[src/design/fsc_pkg.sv]
// package: constants for the flash status controller
package fsc_pkg;
  // ---------------------------------------------------------------
  // register offsets (apb byte addresses)
  // ---------------------------------------------------------------
  localparam logic [7:0] OFS_CTRL   = 8'h00;
  localparam logic [7:0] OFS_ADDR   = 8'h04;
  localparam logic [7:0] OFS_WDATA  = 8'h08;
  localparam logic [7:0] OFS_RDATA  = 8'h0c;
  localparam logic [7:0] OFS_STATUS = 8'h10;
  localparam logic [7:0] OFS_CFG    = 8'h14;
  // ---------------------------------------------------------------
  // ctrl command codes
  // ---------------------------------------------------------------
  localparam logic [2:0] CMD_NONE  = 3'h0;
  localparam logic [2:0] CMD_WRITE = 3'h1;
  localparam logic [2:0] CMD_READ  = 3'h2;
  localparam logic [2:0] CMD_POLL  = 3'h3;
  localparam logic [2:0] CMD_RESET = 3'h4;
  localparam logic [2:0] CMD_ERCHK = 3'h5;
  // ---------------------------------------------------------------
  // status bit positions
  // ---------------------------------------------------------------
  localparam int ST_BUSY    = 0;
  localparam int ST_DONE    = 1;
  localparam int ST_FAIL    = 2;
  localparam int ST_RDY     = 3;
  localparam int ST_NOTACC  = 4;
  localparam int ST_RSTDONE = 5;
  // ---------------------------------------------------------------
  // flash data bit positions
  // ---------------------------------------------------------------
  localparam int FL_OP_TOGGLE = 6;
  localparam int FL_TIMEOUT   = 5;
  localparam int FL_ERWINDOW  = 3;
  // ---------------------------------------------------------------
  // timing (cycles at 50 MHz)
  // ---------------------------------------------------------------
  localparam int CLK_NS       = 20;
  localparam int T_PHASE_NS   = 100;
  localparam int T_PHASE_CYC  = (T_PHASE_NS + CLK_NS - 1) / CLK_NS;
  localparam int T_RESET_NS   = 500;
  localparam int T_RESET_CYC  = (T_RESET_NS + CLK_NS - 1) / CLK_NS;
  localparam logic [7:0] RESET_CMD = 8'hf0;
  localparam logic [31:0] CFG_RESET = 32'h0000_0001;
endpackage

[src/design/fsc_bus_if.sv]
// interface: pin-cycle request between sequencer and pin engine
`timescale 1ns/1ps
interface fsc_bus_if;
  logic        req;
  logic        wr;
  logic [19:0] addr;
  logic [15:0] wdata;
  logic        word_mode;
  logic        ack;
  logic [15:0] rdata;
  modport master (output req, output wr, output addr, output wdata, output word_mode,
                  input ack, input rdata);
  modport slave  (input req, input wr, input addr, input wdata, input word_mode,
                  output ack, output rdata);
endinterface

[src/design/fsc_pin_engine.sv]
// module: one flash bus cycle on the device pins
`timescale 1ns/1ps
module fsc_pin_engine (
  // clock and reset
  input  wire logic mclk,
  input  wire logic reset,
  // request
  fsc_bus_if.slave  bus,
  // flash pins
  output logic        ce_n,
  output logic        oe_n,
  output logic        we_n,
  output logic [18:0] fl_addr,
  output logic [15:0] dq_o,
  output logic        dq_oe_n,
  output logic        top_data_or_low_addr_o,
  output logic        top_data_or_low_addr_oe_n,
  input  wire logic [15:0] dq_i
);
  typedef enum logic [1:0] {PE_IDLE, PE_ACT, PE_HOLD, PE_DONE} fsc_pe_t;
  fsc_pe_t    state_reg;
  logic [3:0] cnt_reg;
  logic [15:0] s1_reg;
  logic [15:0] s2_reg;

  // ---------------------------------------------------------------
  // input synchroniser
  // ---------------------------------------------------------------
  always_ff @(posedge mclk) begin
    s1_reg <= dq_i;
    s2_reg <= s1_reg;
  end

  // ---------------------------------------------------------------
  // cycle sequencer
  // ---------------------------------------------------------------
  always_ff @(posedge mclk) begin
    if (reset) begin
      state_reg <= PE_IDLE;
      cnt_reg   <= 4'h0;
      ce_n      <= 1'b1;
      oe_n      <= 1'b1;
      we_n      <= 1'b1;
      dq_oe_n   <= 1'b1;
      top_data_or_low_addr_oe_n <= 1'b1;
      top_data_or_low_addr_o    <= 1'b0;
      fl_addr   <= 19'h0;
      dq_o      <= 16'h0;
      bus.ack   <= 1'b0;
      bus.rdata <= 16'h0;
    end else begin
      bus.ack <= 1'b0;
      unique case (state_reg)
        PE_IDLE: begin
          if (bus.req) begin
            // word mode uses all lines, byte mode turns top line into low address
            fl_addr <= bus.word_mode ? bus.addr[18:0] : bus.addr[19:1];
            top_data_or_low_addr_o    <= bus.word_mode ? bus.wdata[15] : bus.addr[0];
            top_data_or_low_addr_oe_n <= bus.word_mode ? ~bus.wr : 1'b0;
            dq_o     <= {1'b0, (bus.word_mode ? bus.wdata[14:8] : 7'h0), bus.wdata[7:0]};
            dq_oe_n  <= ~bus.wr;
            ce_n     <= 1'b0;
            // write needs oe high with ce and we low; reads never lower we
            oe_n     <= bus.wr;
            we_n     <= ~bus.wr;
            cnt_reg  <= 4'h0;
            state_reg <= PE_ACT;
          end
        end
        PE_ACT: begin
          cnt_reg <= cnt_reg + 4'h1;
          // we rises a cycle before ce so the write edge sees ce low
          if (cnt_reg == 4'(fsc_pkg::T_PHASE_CYC + 1)) begin
            we_n <= 1'b1;
          end
          if (cnt_reg == 4'(fsc_pkg::T_PHASE_CYC + 2)) begin
            bus.rdata <= bus.word_mode ? s2_reg : {8'h0, s2_reg[7:0]};
            // deassert ce and oe between reads so each read is delimited
            ce_n <= 1'b1;
            oe_n <= 1'b1;
            we_n <= 1'b1;
            cnt_reg   <= 4'h0;
            state_reg <= PE_HOLD;
          end
        end
        PE_HOLD: begin
          cnt_reg <= cnt_reg + 4'h1;
          if (cnt_reg == 4'(fsc_pkg::T_PHASE_CYC)) begin
            dq_oe_n <= 1'b1;
            top_data_or_low_addr_oe_n <= 1'b1;
            bus.ack   <= 1'b1;
            state_reg <= PE_DONE;
          end
        end
        PE_DONE: state_reg <= PE_IDLE;
      endcase
    end
  end
endmodule

[src/design/fsc_top.sv]
// module: apb-controlled host sequencer for a parallel nor flash
//
// Decided for this implementation: the register offsets and the APB slave port.
`timescale 1ns/1ps
module fsc_top (
  // clock and reset
  input  wire logic        mclk,
  input  wire logic        reset,
  // apb slave
  input  wire logic        psel,
  input  wire logic        penable,
  input  wire logic        pwrite,
  input  wire logic [7:0]  paddr,
  input  wire logic [31:0] pwdata,
  output logic [31:0]      prdata,
  output logic             pready,
  output logic             pslverr,
  // flash pins
  output logic             ce_n,
  output logic             oe_n,
  output logic             we_n,
  output logic             flash_reset_n,
  output logic             byte_word_sel,
  output logic [18:0]      fl_addr,
  output logic [15:0]      dq_o,
  output logic             dq_oe_n,
  output logic             top_data_or_low_addr_o,
  output logic             top_data_or_low_addr_oe_n,
  input  wire logic [15:0] dq_i,
  input  wire logic        ready_busy_n_in
);
  typedef enum logic [2:0] {SQ_IDLE, SQ_CYCLE, SQ_POLL2, SQ_POLL3, SQ_RESET, SQ_ERCHK} fsc_sq_t;

  fsc_bus_if bus ();
  fsc_sq_t     state_reg;
  logic [31:0] cfg_reg;
  logic [19:0] addr_reg;
  logic [15:0] wdata_reg;
  logic [15:0] rdata_reg;
  logic [15:0] first_reg;
  logic [5:0]  status_reg;
  logic        rb_s1_reg;
  logic        rb_s2_reg;
  logic [7:0]  rst_cnt_reg;
  logic        wr_reg;
  logic        after_reset_reg;
  logic        apb_wr;

  assign apb_wr = psel && penable && pwrite && pready;

  fsc_pin_engine u_pins (
    .mclk                      (mclk),
    .reset                     (reset),
    .bus                       (bus.slave),
    .ce_n                      (ce_n),
    .oe_n                      (oe_n),
    .we_n                      (we_n),
    .fl_addr                   (fl_addr),
    .dq_o                      (dq_o),
    .dq_oe_n                   (dq_oe_n),
    .top_data_or_low_addr_o    (top_data_or_low_addr_o),
    .top_data_or_low_addr_oe_n (top_data_or_low_addr_oe_n),
    .dq_i                      (dq_i)
  );

  assign bus.addr      = addr_reg;
  assign bus.wdata     = wdata_reg;
  assign bus.wr        = wr_reg;
  assign bus.word_mode = cfg_reg[0];

  // ---------------------------------------------------------------
  // ready/busy synchroniser
  // ---------------------------------------------------------------
  always_ff @(posedge mclk) begin
    rb_s1_reg <= ready_busy_n_in;
    rb_s2_reg <= rb_s1_reg;
  end

  // ---------------------------------------------------------------
  // apb answer, one wait-free access phase
  // ---------------------------------------------------------------
  always_ff @(posedge mclk) begin
    if (reset) begin
      prdata  <= 32'h0;
      pready  <= 1'b0;
      pslverr <= 1'b0;
    end else begin
      pready  <= psel && !penable;
      pslverr <= 1'b0;
      if (psel && !penable) begin
        unique case (paddr)
          fsc_pkg::OFS_CTRL:   prdata <= 32'h0;
          fsc_pkg::OFS_ADDR:   prdata <= {12'h0, addr_reg};
          fsc_pkg::OFS_WDATA:  prdata <= {16'h0, wdata_reg};
          fsc_pkg::OFS_RDATA:  prdata <= {16'h0, rdata_reg};
          fsc_pkg::OFS_STATUS: prdata <= {26'h0, status_reg[5:4], rb_s2_reg, status_reg[2:1], status_reg[0]};
          fsc_pkg::OFS_CFG:    prdata <= cfg_reg;
          default: begin
            prdata  <= 32'h0;
            pslverr <= 1'b1;
          end
        endcase
      end
    end
  end

  // ---------------------------------------------------------------
  // configuration and operand registers
  // ---------------------------------------------------------------
  always_ff @(posedge mclk) begin
    if (reset) begin
      cfg_reg   <= fsc_pkg::CFG_RESET;
      addr_reg  <= 20'h0;
      wdata_reg <= 16'h0;
      byte_word_sel <= 1'b1;
    end else begin
      byte_word_sel <= cfg_reg[0];
      if (apb_wr && paddr == fsc_pkg::OFS_CFG) cfg_reg <= {31'h0, pwdata[0]};
      if (apb_wr && paddr == fsc_pkg::OFS_ADDR) addr_reg <= pwdata[19:0];
      if (apb_wr && paddr == fsc_pkg::OFS_WDATA) wdata_reg <= pwdata[15:0];
    end
  end

  // ---------------------------------------------------------------
  // command sequencer
  // ---------------------------------------------------------------
  always_ff @(posedge mclk) begin
    if (reset) begin
      state_reg   <= SQ_IDLE;
      bus.req     <= 1'b0;
      wr_reg      <= 1'b0;
      rdata_reg   <= 16'h0;
      first_reg   <= 16'h0;
      status_reg  <= 6'h0;
      rst_cnt_reg <= 8'h0;
      after_reset_reg <= 1'b0;
      flash_reset_n <= 1'b1;
    end else begin
      bus.req <= 1'b0;
      unique case (state_reg)
        SQ_IDLE: begin
          if (apb_wr && paddr == fsc_pkg::OFS_CTRL) begin
            status_reg[fsc_pkg::ST_BUSY] <= 1'b1;
            status_reg[fsc_pkg::ST_DONE] <= 1'b0;
            status_reg[fsc_pkg::ST_RSTDONE] <= 1'b0;
            unique case (pwdata[2:0])
              fsc_pkg::CMD_WRITE, fsc_pkg::CMD_READ: begin
                wr_reg    <= (pwdata[2:0] == fsc_pkg::CMD_WRITE);
                bus.req   <= 1'b1;
                state_reg <= SQ_CYCLE;
              end
              fsc_pkg::CMD_POLL: begin
                status_reg[fsc_pkg::ST_FAIL] <= 1'b0;
                wr_reg    <= 1'b0;
                bus.req   <= 1'b1;
                after_reset_reg <= 1'b0;
                state_reg <= SQ_POLL2;
              end
              fsc_pkg::CMD_RESET: begin
                flash_reset_n <= 1'b0;
                rst_cnt_reg   <= 8'h0;
                state_reg     <= SQ_RESET;
              end
              fsc_pkg::CMD_ERCHK: begin
                wr_reg    <= 1'b0;
                bus.req   <= 1'b1;
                state_reg <= SQ_ERCHK;
              end
              default: status_reg[fsc_pkg::ST_BUSY] <= 1'b0;
            endcase
          end
        end
        SQ_CYCLE: if (bus.ack) begin
          rdata_reg <= bus.rdata;
          status_reg[fsc_pkg::ST_BUSY] <= 1'b0;
          status_reg[fsc_pkg::ST_DONE] <= 1'b1;
          state_reg <= SQ_IDLE;
        end
        SQ_ERCHK: if (bus.ack) begin
          // window closed on the check after a sector command: maybe not taken
          status_reg[fsc_pkg::ST_NOTACC] <= bus.rdata[fsc_pkg::FL_ERWINDOW];
          rdata_reg <= bus.rdata;
          status_reg[fsc_pkg::ST_BUSY] <= 1'b0;
          status_reg[fsc_pkg::ST_DONE] <= 1'b1;
          state_reg <= SQ_IDLE;
        end
        SQ_POLL2: if (bus.ack) begin
          // two back-to-back status reads, compare toggle bit
          first_reg <= bus.rdata;
          bus.req   <= 1'b1;
          state_reg <= SQ_POLL3;
        end
        SQ_POLL3: if (bus.ack) begin
          if (first_reg[fsc_pkg::FL_OP_TOGGLE] == bus.rdata[fsc_pkg::FL_OP_TOGGLE]) begin
            rdata_reg <= bus.rdata;
            status_reg[fsc_pkg::ST_BUSY] <= 1'b0;
            status_reg[fsc_pkg::ST_DONE] <= 1'b1;
            state_reg <= SQ_IDLE;
          end else if (bus.rdata[fsc_pkg::FL_TIMEOUT] && after_reset_reg) begin
            // still toggling after timeout recheck: fail and reset
            status_reg[fsc_pkg::ST_FAIL] <= 1'b1;
            flash_reset_n <= 1'b0;
            rst_cnt_reg   <= 8'h0;
            state_reg     <= SQ_RESET;
          end else begin
            after_reset_reg <= bus.rdata[fsc_pkg::FL_TIMEOUT];
            first_reg <= bus.rdata;
            bus.req   <= 1'b1;
          end
        end
        SQ_RESET: begin
          rst_cnt_reg <= rst_cnt_reg + 8'h1;
          if (rst_cnt_reg == 8'(fsc_pkg::T_RESET_CYC)) begin
            flash_reset_n <= 1'b1;
            status_reg[fsc_pkg::ST_RSTDONE] <= 1'b1;
            status_reg[fsc_pkg::ST_BUSY] <= 1'b0;
            status_reg[fsc_pkg::ST_DONE] <= 1'b1;
            state_reg <= SQ_IDLE;
          end
        end
        default: state_reg <= SQ_IDLE;
      endcase
    end
  end
endmodule

[config.mk]
export PLATFORM = sky130hd
export DESIGN_NAME = fsc_top
export DESIGN_NICKNAME = d
export VERILOG_FILES = /design/src/design/fsc_pkg.sv /design/src/design/fsc_bus_if.sv /design/src/design/fsc_pin_engine.sv /design/src/design/fsc_top.sv
export SDC_FILE = /design/constraint.sdc
export NUM_CORES = 1
export LEC_CHECK = 0
export BUFFER_PORTS_ARGS = -buffer_cell sky130_fd_sc_hd__buf_2
export CORE_MARGIN = 2
export CORE_UTILIZATION = 32
export CTS_BUF_LIST = sky130_fd_sc_hd__clkbuf_8
export CTS_CLUSTER_DIAMETER = 200
export DETAILED_ROUTE_END_ITERATION = 8
export GPL_ROUTABILITY_DRIVEN = 1
export PLACE_DENSITY_LB_ADDON = 0.2
export SKIP_LAST_GASP = 1
export SLEW_MARGIN = 5
export SYNTH_ARGS = -nofsm -noshare
export SYNTH_HDL_FRONTEND = slang
export SYNTH_SLANG_ARGS = --single-unit
[constraint.sdc]
create_clock -name mclk -period 2.49 [get_ports mclk]
set_input_delay 0.249 -clock mclk [delete_from_list [all_inputs] [get_ports mclk]]
set_output_delay 0.249 -clock mclk [all_outputs]
set_load 0.05 [all_outputs]
======== After elaboration in Yosys (flattened, before gate mapping) ========
Index checks and enable logic that the tools add are counted.
word-level totals
  input bits .............................. 62
  register bits after elaboration ......... 212
  word-level logic and storage cells ...... 213
  output and inout bits ................... 77
operators by class
  bitwise logic cells ..................... 3
  eq/ne operators ......................... 40
  multiplexer cells ....................... 84
  reductions and logical operators ........ 49
  $add $sub $neg .......................... 2
operators with widths
  operator                                                                number
  20-bit one-hot mux with 5 select lines                                  1
  16-bit two-way mux                                                      4
  8-bit two-way mux                                                       5
  1-bit two-way mux                                                       33
  16-bit one-hot mux with 2 select lines                                  1
  7-bit two-way mux                                                       4
  3-bit two-way mux                                                       9
  8-bit by 5-bit equality test with 1-bit output (second input constant)  3
  8-bit one-hot mux with 3 select lines                                   1
  6-bit AND reduction                                                     4
  19-bit two-way mux                                                      1
  1-bit one-hot mux with 2 select lines                                   9
  3-bit AND reduction                                                     6
  8-bit by 4-bit equality test with 1-bit output (second input constant)  2
  2-bit one-hot mux with 4 select lines                                   2
  3-bit one-hot mux with 5 select lines                                   1
  2-bit by 1-bit != test with 1-bit output (second input constant)        7
  2-bit != test (second input constant)                                   7
  7-bit one-hot mux with 2 select lines                                   1
  7-bit AND reduction                                                     2
  2-bit nonzero test                                                      7
  3-bit by 2-bit equality test with 1-bit output (second input constant)  4
  3-bit equality test (second input constant)                             4
  4-bit by 3-bit equality test with 1-bit output (second input constant)  3
  other kinds (30)                                                        57

======== Longest topological paths before layout ========
Gate-level depths: netlist of the first run.
  depth after elaboration ................. 6
  depth in mapped cells ................... 8
  mapped depth without buffers ............ 7

======== Cells and area by module ========
A second synthesis of the first run with hierarchy kept.
unflattened totals
  cells, all modules ...................... 841
  area total of the unflattened synthesis .. 7,618.6 um^2
by module, submodules not included
  module          cells each  times used  area an instance (um^2)  sequential area each (um^2)
  fsc_top         501         1           4,261.6                  1,981.9
  fsc_pin_engine  340         1           3,357.0                  1,901.8

======== Worst setup path after synthesis of the first run ========
Ideal clock, no wire load.
  path kind ............................... reg-to-reg
  start point ............................. reg pready
  end point ............................... reg rst_cnt_reg[7]
  arrival ................................. 2.066 ns
  slack ................................... 0.354 ns
  buffers on the path ..................... 0
  period minus slack after synthesis ...... 2.136 ns
  library setup time ...................... 0.070 ns
  data required time ...................... 2.420 ns
  stages on the path, launching flop included .. 6
  cell sequence ........................... dfxtp_1 -> nand4_1 -> o31ai_4 -> o211ai_4 -> or4_1 -> a21oi_1
on the way
  cells in the longest elaborated chain, start to end .. 4
RTL lines
  what                                  RTL line        text
  start, declared                       fsc_top.sv:16   output logic pready,
  start signal, assigned                fsc_top.sv:88   pready <= psel && !penable;
  1-bit logical AND                     fsc_top.sv:49   assign apb_wr = psel && penable && pwrite && pready;
  1-bit logical AND                     fsc_top.sv:142  if (apb_wr && paddr == fsc_pkg::OFS_CTRL) begin
  2-bit != test (no source line)        -
  6-bit AND reduction (no source line)  -
  end signal, assigned                  fsc_top.sv:212  rst_cnt_reg <= rst_cnt_reg + 8'h1;
  end, declared                         fsc_top.sv:44   logic [7:0] rst_cnt_reg;
Every way passes these cells.
A chain may end at the register's enable or synchronous reset.

======== Worst setup path in the final report of the first run ========
  start point ............................. reg first_reg[6]
  end point ............................... reg rst_cnt_reg[7]
on the way
  cells in the longest elaborated chain, start to end .. 3
RTL lines
  what                                  RTL line        text
  start, declared                       fsc_top.sv:40   logic [15:0] first_reg;
  start signal, assigned                fsc_top.sv:189  first_reg <= bus.rdata;
  start signal, assigned                fsc_top.sv:207  first_reg <= bus.rdata;
  1-bit equality test                   fsc_top.sv:194  if (first_reg[fsc_pkg::FL_OP_TOGGLE] == bus.rdata[fsc_pkg::FL_OP_TOGGLE]) begin
  2-bit != test (no source line)        -
  6-bit AND reduction (no source line)  -
Every way passes these cells.

==> results.toml, run 1 <==
[placement]
dpl_cell_area_sq_um = 8420
io_buffers = 113
dp.cells = 1238
dp_hpwl_mm = 14.1
gp_congestion = 0.796

[job]
cap_viol_max_count = 0

[drt]
first_iter_violations = 456
routed_wl_mm = 20.0
drcViolationCount = 0
ant_nets = 0
dr.pass1.iters = 7
wl_per_cell_um = 15.4
vias_per_cell = 4.78
via_count = 6196

[power_and_ir_drop]
power.clock.fraction_pct = 35.8
p_int_mw = 4.07
p_switching_mw = 1.62
ir_drop_v = 0.000280
swShare_pct = 28.5
p_seq_share_pct = 55.8
p_per_area_nw_per_um2 = 626
p_leak_nw = 3.59
fin_total_pwr_mw = 5.69
power_frac_comb_pct = 8.4

[clock_network]
cts_buffers = 17
ctsHoldBuffers = 27
clk_latency_ns = 0.47
htree_levels = 4
path_clk_slew_ns = 0.11
post-cts-setup-buffers = 0
cts.sinks = 194
cts_buffer_depth = 2
cts_resized = 0
cts_tree = "done"
cts_root_buf = "clkbuf_8"

[synth]
synth_edf_count = 0
syn_inst = 844
yosys.area.top_type_share_pct = 51.5
yosysTopAreaCell = "dfxtp_1"
synth_area_leaders = "dfxtp_1, nand2_1, a21oi_1"
synth_async_sr_flop_share_pct = 0
syn_area_per_cell_sq_um = 8.93
synth_most_common_cell = "dfxtp_1"
ys_top_cells_by_count = "dfxtp_1, nand2_1, a21oi_1"
yosysWarnings = 0
yosys_most_used_dff = "dfxtp_1"
yosys.cell_types.count = 61
postSynthRegisterBits = 194
yosysSeqAreaShare_pct = 51.5
synth_area_sq_um = 7540

[setup_path]
critPathLaunchType = "register"
path_max_fanout = 10
path_class = "reg2reg"
critPathBufInv = 0
worstPathCellList = "xor2_1, nor4b_4, o211ai_4, or4_1, a21oi_1"
worstPathRequired_ns = 2.89
crit_family = "simple AND/OR/NAND/NOR gates"
critPathArrivalTime_ns = 2.53
max_stage_delay_ns = 0.53
cp-end-kind = "register"
cpMaxStageDelayCell = "or4_1"

[final_layout]
design_area_sq_um = 9090
n_fill_cell = 2410
insertedDiodeCount = 0
instances_no_fill = 1297
finalNetCount = 1037
layout-drive-gt1-share_pct = 18.9
area_delta_synth_final_pct = 20.6

[die]
die_h_um = 157
start_util_pct = 32.4
die_area_sq_um = 24800
core-area_sq_um = 23300
io_pins = 139
core.rowCount = 56
die_w_um = 157

[global_route]
grt_antenna_before_repair = 0
grt_pass1_wl_mm = 31.3
grt_max_degree = 141
track_usage_pct = 16.3
grt-ovfl-total = 0
grt_pass1_vias = 5627

[timing]
timing.fmax_mhz = 469
whs_ns = 0.0345
fin_crit_ns = 2.13
period_share_pct = 85.6
rsz0062_at_grt = "no"
skew_ns = 0.0166
final-setup-viol-count = 0
worstMarginPinSlew_ns = 1.03
hold_violations = 0
relSlewSlack_pct = 31.2
tns_ns = 0
finalMaxSlewViolations = 0

[run_status]
status = "completed"

[hold_path]
min-delay-path-class = "in2reg"
-- cell usage in the layout, fill, tap and decap left out, drive strengths merged, types with 3 or more instances in the layout --
cell type / instances
a211o: 4
a211oi: 24
a21oi: 97
a222oi: 15
a22o: 5
a31oi: 3
and2: 8
buf: 133
clkbuf: 17
clkinv: 4
conb: 13
dfxtp: 194
dlygate4sd3: 27
ha: 10
inv: 23
mux2i: 40
nand2: 141
nand2b: 10
nand3: 41
nand3b: 4
nand4: 3
nor2: 58
nor2b: 6
nor3: 11
nor3b: 3
nor4: 4
o21a: 3
o21ai: 26
o31ai: 5
or2: 3
or3: 9
or4: 4
-- final timing paths --
kind / from / endpoint / slack [ns] / cells after the start
setup / recovery: first_reg[6] / rst_cnt_reg[7] / 0.36 / 5
hold / removal: pwdata[15] / addr_reg[15] / 0.03 / 3
setup reg to reg: first_reg[6] / rst_cnt_reg[7] / 0.36 / 5
hold reg to reg: u_pins.s1_reg[2] / u_pins.s2_reg[2] / 0.34 / 0
-- through the flow --
step / utilization, % / worst slack [ns]
2_1_floorplan: - / 0.354
3_3_place_gp: 36.2 / 0.270
3_5_place_dp: 36.2 / 0.261
4_1_cts: 39.1 / 0.341
5_1_grt: 39.1 / 0.238
6_report: 39.1 / 0.358
-- layout make-up --
type / count / area, sq um / area share (%)
Clock buffer: 17 / 234 / 2.57
Clock inverter: 15 / 160 / 1.76
Inverter: 13 / 48.8 / 0.537
Multi-Input combinational cell: 579 / 3350 / 36.8
Sequential cell: 194 / 3880 / 42.8
Tap cell: 319 / 399 / 4.39
Timing Repair Buffer: 160 / 1010 / 11.2
-- per-layer routing --
| metal | GRT usage [%] | vias to the layer above | part of all wire, % |
|---|---|---|---|
| li1 | - | 3180 | - |
| met1 | 23.3 | 2844 | 50 |
| met2 | 23.6 | 150 | 42 |
| met3 | 3.88 | 22 | 5.5 |
| met4 | 5.93 | 0 | 1.7 |
| met5 | 0 | - | 0 |
-- worst register-to-register path: stages (launching register included) --
cell	delay [ns]
dfxtp_1	0.36
xor2_1	0.38
nor4b_4	0.46
o211ai_4	0.18
or4_1	0.53
a21oi_1	0.14
-- cell families (layout without fill, tap and decap cells) --
logic type      count (synthesis)  after routing  share of synthesized area (%)
fa+ha+maj                      10             10                           1.66
compound gates                202            202                           17.2
simple gates                  311            311                           19.0
buf+inv                        83            205                           4.83
xor+xnor                        3              3                          0.349
other cells                     1             13                         0.0498
flops                         194            194                           51.5
mux                            40             40                           5.31
-- power groups by stage --
stage | sequential, mW | clock (mW) | combinational, mW
after floorplan | 3.28 | 0 | 0.286
after global placement | 3.25 | 0 | 0.443
after detailed placement | 3.25 | 0 | 0.447
after CTS | 3.18 | 2.12 | 0.480
after global routing | 3.18 | 2.23 | 0.527
final | 3.17 | 2.04 | 0.478
(Power assumes the default switching activity.)
==> inputs of run 2 (changes only) <==
- PLACE_DENSITY: unset -> 0.63
- PLACE_DENSITY_LB_ADDON: 0.2 -> unset
==> run 2 against run 1 <==
Compared with the run above: combinational power is 4% lower; sequential power about the same; hold slack worse by 0.0046 ns; die area did not move; routed wire length fell by 3.8%; power down 1.6%; global-route usage fell by 0.71 points; flip-flop and latch count unchanged; critical path type unchanged.
==> results.toml, run 2 (synthesis gave the netlist of run 1 again) <==
[timing]
fin_crit_ns = 2.03
worstMarginPinSlew_ns = 1.11
skew_ns = 0.0138
timing.fmax_mhz = 492
finalMaxSlewViolations = 0
tns_ns = 0
rsz0062_at_grt = "no"
final-setup-viol-count = 0
relSlewSlack_pct = 26.0
hold_violations = 0
whs_ns = 0.0299
period_share_pct = 81.6

[final_layout]
layout-drive-gt1-share_pct = 19.1
finalNetCount = 1032
final_common_cell = "dfxtp_1"
area_delta_synth_final_pct = 19.5
n_fill_cell = 2380
layout_common_cells = "dfxtp_1, nand2_1, buf_2"
instances_no_fill = 1292

[clock_network]
cts_buffer_depth = 2
cts.sinks = 194
post-cts-setup-buffers = 0
path_clk_slew_ns = 0.11
cts_root_buf = "clkbuf_8"
ctsHoldBuffers = 21
cts_buffers = 17
clk_latency_ns = 0.47
htree_levels = 4
cts_tree = "done"
cts_resized = 0

[drt]
dr.pass1.iters = 5
ant_nets = 0
via_count = 6167
routed_wl_mm = 19.3
first_iter_violations = 511
wl_per_cell_um = 14.9
vias_per_cell = 4.77
drcViolationCount = 0

[setup_path]
path_max_fanout = 12
critPathArrivalTime_ns = 2.43
path_class = "reg2reg"
critPathLaunchType = "register"
cp-end-kind = "register"
worstPathRequired_ns = 2.89

[global_route]
track_usage_pct = 15.6
grt_max_degree = 66
grt_pass1_wl_mm = 30.2
grt-ovfl-total = 0
grt_antenna_before_repair = 1
grt_pass1_vias = 5660

[die]
io_pins = 139
core-area_sq_um = 23300
die_h_um = 157
core.rowCount = 56
die_area_sq_um = 24800
die_w_um = 157
start_util_pct = 32.4

[power_and_ir_drop]
p_leak_nw = 3.55
p_switching_mw = 1.56
ir_drop_v = 0.000281
p_seq_share_pct = 56.7
power_frac_comb_pct = 8.2
p_per_area_nw_per_um2 = 621
swShare_pct = 27.8
p_int_mw = 4.04
power.clock.fraction_pct = 35.0

[job]
cap_viol_max_count = 0

[placement]
dp.cells = 1239
dp_hpwl_mm = 13.9
gp_congestion = 0.849
io_buffers = 113

[run_status]
status = "completed"

[hold_path]
min-delay-path-class = "in2reg"
## run 2: layout make-up
type	instances	area (sq um)	area share, %
Antenna cell	1	2.50	0.0278
Clock buffer	17	234	2.60
Clock inverter	14	145	1.61
Inverter	13	48.8	0.542
Multi-Input combinational cell	579	3350	37.1
Sequential cell	194	3880	43.1
Tap cell	319	399	4.43
Timing Repair Buffer	155	948	10.5
## run 2: power by group through the flow
stage               Combinational [mW]  Clock [mW]  Sequential, mW
finish                           0.461        1.96            3.17
global route                     0.502        2.15            3.18
CTS                              0.463        2.02            3.17
detailed placement               0.438           0            3.25
global placement                 0.433           0            3.24
floorplan                        0.286           0            3.28
## run 2: final timing paths
path,slack (ns),from,depth (start not counted),end
worst max register to register,0.46,state_reg[1],5,rst_cnt_reg[7]
worst max-delay path,0.46,state_reg[1],5,rst_cnt_reg[7]
worst min-delay path,0.03,pwdata[10],3,addr_reg[10]
worst min register to register,0.33,u_pins.s1_reg[0],0,u_pins.s2_reg[0]
## run 2: worst max-delay path: stages (launching register included)
cell      delay (ns)
dfxtp_1         0.55
nand2b_1        0.18
nor4b_4         0.38
o211ai_4        0.18
or4_1           0.52
a21oi_1         0.15
## run 2: metrics by stage
stage	power, mW	util, %	worst slack (ns)	cell area [sq um]
finish	5.60	38.7	0.458	9010
CTS	5.66	38.7	0.492	9010
global placement	3.68	36.2	0.351	8420
floorplan	3.56	-	0.354	7580
detailed placement	3.68	36.2	0.340	8420
global route	5.83	38.7	0.342	9010
## run 2: layer usage
metal	share of wire [%]	track usage, %	vias up	wire length [um]
met5	0	0	-	0
met4	2.3	5.97	0	440
met3	5.5	3.80	27	1060
met2	45	23.8	162	8580
met1	48	21.2	2804	9200
li1	-	-	3174	-
